==> config.mk <==
export PLATFORM = sky130hd
export DESIGN_NAME = motion_task_status_handshake
export DESIGN_NICKNAME = d
export VERILOG_FILES = /design/src/rtl/motion_task_pkg.sv /design/src/rtl/motion_task_status_handshake.sv
export SDC_FILE = /design/constraint.sdc
export NUM_CORES = 1
export LEC_CHECK = 0
export ABC_AREA = 1
export BUFFER_PORTS_ARGS = -buffer_cell sky130_fd_sc_hd__buf_2
export CAP_MARGIN = 25
export CORE_MARGIN = 8
export CORE_UTILIZATION = 52
export CTS_CLUSTER_SIZE = 16
export DETAILED_ROUTE_END_ITERATION = 10
export GPL_TIMING_DRIVEN = 0
export PLACE_DENSITY = 0.75
export SETUP_SLACK_MARGIN = 0.02
export SYNTH_ARGS = -nofsm -noshare
export SYNTH_HDL_FRONTEND = slang
export SYNTH_SLANG_ARGS = --single-unit
==> constraint.sdc <==
create_clock -name clock -period 10.2 [get_ports clock]
set_input_delay 1.02 -clock clock [delete_from_list [all_inputs] [get_ports clock]]
set_output_delay 1.02 -clock clock [all_outputs]
set_load 0.02 [all_outputs]
==> src/rtl/motion_task_pkg.sv <==
// Constants, types and state layout of the motion task handshake block
package motion_task_pkg;

    localparam int unsigned ADDR_W = 6;
    localparam int unsigned DATA_W = 32;

    // Byte addresses of the register words
    localparam logic [ADDR_W-1:0] OFS_CTRL = 6'h00;
    localparam logic [ADDR_W-1:0] OFS_STATUS = 6'h04;
    localparam logic [ADDR_W-1:0] OFS_IRQ_STAT = 6'h08;
    localparam logic [ADDR_W-1:0] OFS_IRQ_MASK = 6'h0c;
    localparam logic [ADDR_W-1:0] OFS_GOAL = 6'h10;
    localparam logic [ADDR_W-1:0] OFS_POS = 6'h14;
    localparam logic [ADDR_W-1:0] OFS_VEL = 6'h18;
    localparam logic [ADDR_W-1:0] OFS_SPEED_CEIL = 6'h1c;
    localparam logic [ADDR_W-1:0] OFS_ACCEL = 6'h20;
    localparam logic [ADDR_W-1:0] OFS_DECEL = 6'h24;
    localparam logic [ADDR_W-1:0] OFS_MOVE_ARG = 6'h28;

    // Control word fields
    localparam int unsigned CTRL_START_BIT = 0;
    localparam int unsigned CTRL_CMD_LSB = 1;
    localparam int unsigned CMD_W = 3;

    // Status word fields
    localparam int unsigned ST_BUSY = 0;
    localparam int unsigned ST_DONE = 1;
    localparam int unsigned ST_ABORT = 2;
    localparam int unsigned ST_ERR = 3;
    localparam int unsigned ST_GOAL_VALID = 4;
    localparam int unsigned ST_HOMED = 5;

    // Interrupt status and mask fields
    localparam int unsigned IRQ_W = 3;
    localparam int unsigned IRQ_DONE = 0;
    localparam int unsigned IRQ_ABORT = 1;
    localparam int unsigned IRQ_ERR = 2;

    // Reset values of the software-written words
    localparam logic [DATA_W-1:0] SPEED_CEIL_RST = 32'h0000_0000;
    localparam logic [DATA_W-1:0] ACCEL_RST = 32'h0000_0000;
    localparam logic [DATA_W-1:0] DECEL_RST = 32'h0000_0000;
    localparam logic [IRQ_W-1:0] IRQ_MASK_RST = 3'h0;

    typedef enum logic [CMD_W-1:0] {
        fault_clear_command = 3'h0,
        homing_command = 3'h1,
        stop_axis_command = 3'h2,
        absolute_move_command = 3'h3,
        relative_move_command = 3'h4
    } cmd_t;

    typedef enum logic [1:0] {
        TASK_IDLE = 2'h0,
        TASK_BUSY = 2'h1,
        TASK_SHOW = 2'h3
    } task_state_t;

    typedef struct packed {
        task_state_t state;
        logic req;
        logic req_prev;
        logic [CMD_W-1:0] cmd_sel;
        cmd_t active_cmd;
        logic done;
        logic aborted;
        logic error;
        logic eng_start;
        logic homed;
        logic en_prev;
        logic [DATA_W-1:0] enable_ref;
        logic [DATA_W-1:0] move_arg;
        logic [DATA_W-1:0] goal;
        logic [DATA_W-1:0] speed_ceil;
        logic [DATA_W-1:0] accel;
        logic [DATA_W-1:0] decel;
        logic [IRQ_W-1:0] irq_stat;
        logic [IRQ_W-1:0] irq_mask;
        logic ack;
        logic [DATA_W-1:0] rdata;
    } state_t;

    function automatic logic cmd_known(logic [CMD_W-1:0] c);
        return c inside {fault_clear_command, homing_command, stop_axis_command,
                         absolute_move_command, relative_move_command};
    endfunction : cmd_known

    function automatic logic cmd_positions(cmd_t c);
        return (c == absolute_move_command) || (c == relative_move_command);
    endfunction : cmd_positions

endpackage : motion_task_pkg

==> src/rtl/motion_task_status_handshake.sv <==
// Motion task start/status handshake with Avalon-MM register access
`timescale 1ns/1ns
module motion_task_status_handshake
    import motion_task_pkg::*;
(
    input wire logic clock,
    input wire logic rst_n,
    input wire logic [ADDR_W-1:0] avs_address,
    input wire logic avs_read,
    input wire logic avs_write,
    input wire logic [DATA_W-1:0] avs_writedata,
    output logic [DATA_W-1:0] avs_readdata,
    output logic avs_waitrequest,
    output logic irq,
    output logic task_busy,
    output logic task_done,
    output logic task_superseded_flag,
    output logic task_error,
    output logic goal_valid,
    output logic [DATA_W-1:0] goal_position_value,
    output logic eng_start,
    output logic [CMD_W-1:0] eng_cmd,
    output logic [DATA_W-1:0] eng_speed_ceil,
    output logic [DATA_W-1:0] eng_accel,
    output logic [DATA_W-1:0] eng_decel,
    input wire logic eng_task_done,
    input wire logic eng_standstill,
    input wire logic eng_fault,
    input wire logic eng_supersede,
    input wire logic eng_axis_enabled,
    input wire logic [DATA_W-1:0] eng_position,
    input wire logic [DATA_W-1:0] eng_velocity
);

    state_t st_q;
    state_t st_d;

    logic bus_req;
    logic bus_take;
    logic start_edge;
    logic in_busy;
    logic err_ev;
    logic abort_ev;
    logic done_ev;
    logic bad_start;
    logic [IRQ_W-1:0] irq_ev;
    logic [DATA_W-1:0] pos_report;
    logic [DATA_W-1:0] rd_mux;

    assign bus_req = avs_read | avs_write;
    assign bus_take = bus_req & st_q.ack;
    assign avs_waitrequest = bus_req & ~st_q.ack;
    assign avs_readdata = st_q.rdata;

    // Edge of the software start request; a level held high gives no edge
    assign start_edge = st_q.req & ~st_q.req_prev;
    assign in_busy = (st_q.state == TASK_BUSY);
    assign bad_start = start_edge & (st_q.state != TASK_BUSY) & ~cmd_known(st_q.cmd_sel);

    // Error wins over supersede, supersede over completion, so results stay exclusive
    assign err_ev = (in_busy & eng_fault) | bad_start;
    assign abort_ev = in_busy & ~eng_fault & eng_supersede & (st_q.active_cmd != fault_clear_command);
    assign done_ev = in_busy & ~eng_fault & ~abort_ev & eng_task_done & eng_standstill;

    assign irq_ev = {err_ev, abort_ev, done_ev};

    // Position stays relative to where the axis was enabled until homing succeeds
    assign pos_report = st_q.homed ? eng_position : eng_position - st_q.enable_ref;

    always_comb begin
        rd_mux = '0;
        case (avs_address)
            OFS_CTRL: begin
                rd_mux[CTRL_START_BIT] = st_q.req;
                rd_mux[CTRL_CMD_LSB +: CMD_W] = st_q.cmd_sel;
            end
            OFS_STATUS: begin
                rd_mux[ST_BUSY] = in_busy;
                rd_mux[ST_DONE] = st_q.done;
                rd_mux[ST_ABORT] = st_q.aborted;
                rd_mux[ST_ERR] = st_q.error;
                rd_mux[ST_GOAL_VALID] = goal_valid;
                rd_mux[ST_HOMED] = st_q.homed;
            end
            OFS_IRQ_STAT: rd_mux[IRQ_W-1:0] = st_q.irq_stat;
            OFS_IRQ_MASK: rd_mux[IRQ_W-1:0] = st_q.irq_mask;
            OFS_GOAL: rd_mux = st_q.goal;
            OFS_POS: rd_mux = pos_report;
            OFS_VEL: rd_mux = eng_velocity;
            OFS_SPEED_CEIL: rd_mux = st_q.speed_ceil;
            OFS_ACCEL: rd_mux = st_q.accel;
            OFS_DECEL: rd_mux = st_q.decel;
            OFS_MOVE_ARG: rd_mux = st_q.move_arg;
            default: rd_mux = '0;
        endcase
    end

    always_comb begin
        st_d = st_q;
        st_d.req_prev = st_q.req;
        st_d.eng_start = 1'b0;
        st_d.en_prev = eng_axis_enabled;

        // One wait state per access; data sampled on the first cycle stand on the second
        st_d.ack = bus_req & ~st_q.ack;
        if (avs_read && !st_q.ack) begin
            st_d.rdata = rd_mux;
        end

        if (avs_write && bus_take) begin
            case (avs_address)
                OFS_CTRL: begin
                    st_d.req = avs_writedata[CTRL_START_BIT];
                    st_d.cmd_sel = avs_writedata[CTRL_CMD_LSB +: CMD_W];
                end
                OFS_IRQ_MASK: st_d.irq_mask = avs_writedata[IRQ_W-1:0];
                OFS_SPEED_CEIL: st_d.speed_ceil = avs_writedata;
                OFS_ACCEL: st_d.accel = avs_writedata;
                OFS_DECEL: st_d.decel = avs_writedata;
                OFS_MOVE_ARG: st_d.move_arg = avs_writedata;
                default: st_d.irq_mask = st_q.irq_mask;
            endcase
        end

        // Only bits that the read returned are cleared, and a new event always wins
        if (avs_read && bus_take && avs_address == OFS_IRQ_STAT) begin
            st_d.irq_stat = st_q.irq_stat & ~st_q.rdata[IRQ_W-1:0];
        end
        st_d.irq_stat = st_d.irq_stat | irq_ev;

        if (eng_axis_enabled && !st_q.en_prev) begin
            st_d.enable_ref = eng_position;
        end

        case (st_q.state)
            TASK_IDLE, TASK_SHOW: begin
                if (start_edge) begin
                    st_d.done = 1'b0;
                    st_d.aborted = 1'b0;
                    st_d.error = 1'b0;
                    if (cmd_known(st_q.cmd_sel)) begin
                        st_d.state = TASK_BUSY;
                        st_d.active_cmd = cmd_t'(st_q.cmd_sel);
                        st_d.eng_start = 1'b1;
                        if (st_q.cmd_sel == relative_move_command) begin
                            st_d.goal = pos_report + st_q.move_arg;
                        end else if (st_q.cmd_sel == absolute_move_command) begin
                            st_d.goal = st_q.move_arg;
                        end
                    end else begin
                        st_d.state = TASK_SHOW;
                        st_d.error = 1'b1;
                    end
                end else if (st_q.state == TASK_SHOW && !st_q.req) begin
                    // Shown one cycle when the request was already low at the end
                    st_d.state = TASK_IDLE;
                    st_d.done = 1'b0;
                    st_d.aborted = 1'b0;
                    st_d.error = 1'b0;
                end
            end
            TASK_BUSY: begin
                // The request level is not looked at here, so lowering it cannot stop the task
                if (err_ev || abort_ev || done_ev) begin
                    st_d.state = TASK_SHOW;
                    st_d.error = err_ev;
                    st_d.aborted = abort_ev;
                    st_d.done = done_ev;
                    if (done_ev && st_q.active_cmd == homing_command) begin
                        st_d.homed = 1'b1;
                    end
                end
            end
            default: st_d.state = TASK_IDLE;
        endcase
    end

    always_ff @(posedge clock or negedge rst_n) begin
        if (!rst_n) begin
            st_q <= '{state: TASK_IDLE, active_cmd: fault_clear_command,
                      speed_ceil: SPEED_CEIL_RST, accel: ACCEL_RST, decel: DECEL_RST,
                      irq_mask: IRQ_MASK_RST, default: '0};
        end else begin
            st_q <= st_d;
        end
    end

    assign task_busy = in_busy;
    assign task_done = st_q.done;
    assign task_superseded_flag = st_q.aborted;
    assign task_error = st_q.error;
    assign goal_valid = in_busy & cmd_positions(st_q.active_cmd);
    assign goal_position_value = st_q.goal;
    assign eng_start = st_q.eng_start;
    assign eng_cmd = st_q.active_cmd;
    assign eng_speed_ceil = st_q.speed_ceil;
    assign eng_accel = st_q.accel;
    assign eng_decel = st_q.decel;
    assign irq = |(st_q.irq_stat & st_q.irq_mask);
endmodule : motion_task_status_handshake

==> flow_summary_export.csv <==
group,metric,value,unit
route,top_layer_used,"met4",
run_status,outcome,"completed",
critical_path,crit_path_start_kind,"input pin",
clock_tree,cts_hold_buf,0,
place,io_buffers,281,
timing,relSlewSlack,0.211,
route,wl_met3,6200,um
critical_path,crit_path_end,"goal_position_value[25]$_DFFE_PN0P_",
timing,rsz0062_at_grt,"false",
critical_path,cp_data_required_time,10.63,ns
timing,setup_slack,5.90,ns
route,wl_met2,28300,um
route,first_pass_iters,6,
clock_tree,path_clk_slew,0.06,ns
floorplan,dieArea,38000,um2
synthesis,synth_cells,2258,
grt,grt_pass1_wl,96900,um
flow_run,drv_cap,0,
synthesis,avgSynthCellArea,7.37,um2
timing,setup_viol,0,
route,wl_met1,26100,um
synthesis,seq_area_frac_synth,0.371,
route,wl,63500,um
synthesis,ys_top_cells_by_area,"dfrtp_1, nand2_1, o21ai_0",
layout,fillers,2952,
grt,grt_pass1_vias,17000,
power,peakVddDrop,0.000114,V
synthesis,ys_warn_count,0,
synthesis,synth.distinct_cells,59,
layout,instances_no_fill,2995,
place,dp_hpwl,50900,um
timing,fmax,233,MHz
power,power_frac_seq,0.377,
timing,finalMaxSlewViolations,0,
power,p_sw_frac,0.345,
synthesis,async_flop_share,1.00,
layout,syn2layout_area_growth,18.0,%
synthesis,synth_ff_type,"dfrtp_1",
grt,track_usage,0.325,
clock_tree,cts_root_buf,"clkbuf_16",
timing,clock-skew-final,0.0192,ns
place,place_inst,2943,
critical_path,worstReg2RegStart,"st_q[212]$_DFFE_PN0P_",
layout,final_common_cell,"nand2_1",
timing,timing.final.hold_violations,0,
clock_tree,clockBufferDepth,3,
floorplan,row_count,65,
clock_tree,worstSkewPairLatency,0.57,ns
timing,finalCriticalPeriod,4.30,ns
clock_tree,clkSinkCount,247,
synthesis,ys_seq_elements,247,
place,place_ws,5.38,ns
route,wire_per_inst,21.2,um
layout,multiInputGateArea,7920,um2
critical_path,cp-startpoint,"eng_position[13]",
critical_path,worst_setup_path_end_kind,"register",
route,drt_iter0_drc,1766,
route,drc_errors,0,
synthesis,syn-num-nets,2439,
clock_tree,cts_resized,0,
place,gp_congestion,0.976,
floorplan,die_w,195,um
layout,antenna_cells,0,
synthesis,synth-edff-count,0,
power,clkPwrFrac,0.346,
clock_tree,cts_made_buffers,28,
route,via_per_inst,5.70,
grt,overflow,0,
critical_path,rr_worst_depth,18,
min_path,hold_path.class,"input pin to async pin",
synthesis,yosys.area.top_type_share,0.371,
layout,final_layout_size_suffix_gt1_frac,0.224,
grt,grt_max_degree,89,
layout,fin_nets,2754,
critical_path,crit_arrival,4.73,ns
floorplan,die_y,195,um
power,switching_power,1.10,mW
grt,antenna_found_initial,0,
timing,worst_slew_pin_slew,1.15,ns
route,vias,17100,
power,powerDensity,162,nW/um2
critical_path,crit_path_max_fanout,6,
synthesis,syn-cell-area,16600,um2
critical_path,worstReg2RegEnd,"goal_position_value[25]$_DFFE_PN0P_",
power,p_int,2.09,mW
synthesis,synth_largest_area_cell,"dfrtp_1",
floorplan,coreArea,31600,um2
layout,final_cell_mix,"nand2_1, buf_2, o21ai_0, inv_1, dfrtp_1",
clock_tree,cts_tree,"yes",
timing,tns,0,ns
power,p_leak,10.5,nW
layout,seq_area,6180,um2
clock_tree,postCtsSetupBuffers,0,
critical_path,worst-setup-path-type,"input pin to register",
timing,fin_crit_sh,0.422,
power,pwr-share-comb,0.278,
floorplan,start_util,0.527,
route,drtAntennaViolNets,0,
critical_path,regToRegSetupSlack,6.12,ns
floorplan,io_pins,282,
clock_tree,htree_levels,1,
-- state kept, by name, summed over array words and instances, names as in the netlist --
signal and count:
st_q 79, avs_readdata 32, eng_accel 32, eng_decel 32
eng_speed_ceil 32, goal_position_value 32, eng_cmd 3, eng_start 1
st_d 1, task_done 1, task_error 1, task_superseded_flag 1
-- metrics by stage --
| step | power (mW) | area (um2) | hold WS [ns] | util |
|---|---|---|---|---|
| floorplan | 1.77 | 16600 | 0.374 | - |
| global placement | 2.06 | 18600 | 0.429 | 0.588 |
| detailed placement | 2.08 | 18600 | 0.432 | 0.590 |
| CTS | 3.18 | 19600 | 0.443 | 0.622 |
| global route | 3.32 | 19600 | 0.476 | 0.622 |
| finish | 3.18 | 19600 | 0.453 | 0.622 |
-- Yosys cell counts, types with 8 or more instances --
cell type	n
nor3_1	17
nor2_1	157
xor2_1	13
a221oi_1	27
nand3_1	88
nand2_2	16
o22ai_1	10
o21ai_0	259
nand4_1	12
o21ai_1	10
inv_1	247
dfrtp_1	247
buf_2	23
a21o_1	13
a21oi_1	118
a22o_1	21
o21bai_1	9
o21ai_2	8
buf_4	171
clkbuf_1	37
ha_1	68
o211ai_1	10
nand2_1	577
xnor2_1	11
-- area by class of cell --
| type | instances | area share |
|---|---|---|
| buffer | 238 | 0.0813 |
| clock buffer | 36 | 0.0397 |
| clock inverter | 14 | 0.0111 |
| inverter | 252 | 0.0482 |
| multi-input combinational | 1521 | 0.403 |
| sequential | 247 | 0.315 |
| tap | 402 | 0.0256 |
| timing repair buffer | 285 | 0.0762 |
-- power groups by stage --
stage	Clock [mW]	Combinational, mW	Sequential (mW)
2_1_floorplan	0	0.602	1.17
3_3_place_gp	0	0.857	1.21
3_5_place_dp	0	0.874	1.21
4_1_cts	1.11	0.879	1.19
5_1_grt	1.14	0.973	1.21
6_report	1.10	0.884	1.20
-- metal layers --
metal,vias to the layer above,global-route usage
met1,7951,0.432
met4,0,0.123
met5,-,0
met3,181,0.0542
li1,7902,-
met2,1030,0.524
-- worst max-delay path: stages --
cell     delay, ns
buf_2         0.12
ha_1          0.36
a21oi_1       0.26
o21ai_0       0.20
a21oi_1       0.33
nand3_1       0.22
xnor2_1       0.21
nand2_1       0.09
o21a_1        0.16
ha_1          0.38
nand2_1       0.14
nor2_1        0.21
nand2_1       0.13
nor4_1        0.18
nand2_1       0.16
and3_1        0.21
nor3_1        0.23
o22ai_1       0.11
-- kinds of logic (layout without fill, tap and decap cells) --
| kind of cell | Yosys count | count (layout) | share of synthesized area |
|---|---|---|---|
| AO/OA/AOI/OAI | 528 | 528 | 0.187 |
| AND/OR/NAND/NOR | 899 | 899 | 0.223 |
| flip-flops | 247 | 247 | 0.371 |
| buffers and inverters | 490 | 825 | 0.153 |
| XOR/XNOR | 24 | 24 | 0.0126 |
| adder cells (fa/ha/maj) | 70 | 70 | 0.0535 |
-- how the worst min path moves through the flow --
stage / slack, ns / depth (start not counted) / endpoint
5_1_grt: 0.48 / 0 / st_q[243]$_DFF_PN0_
3_5_place_dp: 0.43 / 0 / st_q[243]$_DFF_PN0_
2_1_floorplan: 0.37 / 0 / st_q[243]$_DFF_PN0_
3_3_place_gp: 0.43 / 0 / st_q[243]$_DFF_PN0_
4_1_cts: 0.44 / 0 / st_q[243]$_DFF_PN0_
6_report: 0.45 / 1 / st_q[231]$_DFF_PN0_
No activity file was read; power rests on OpenSTA's default activity.
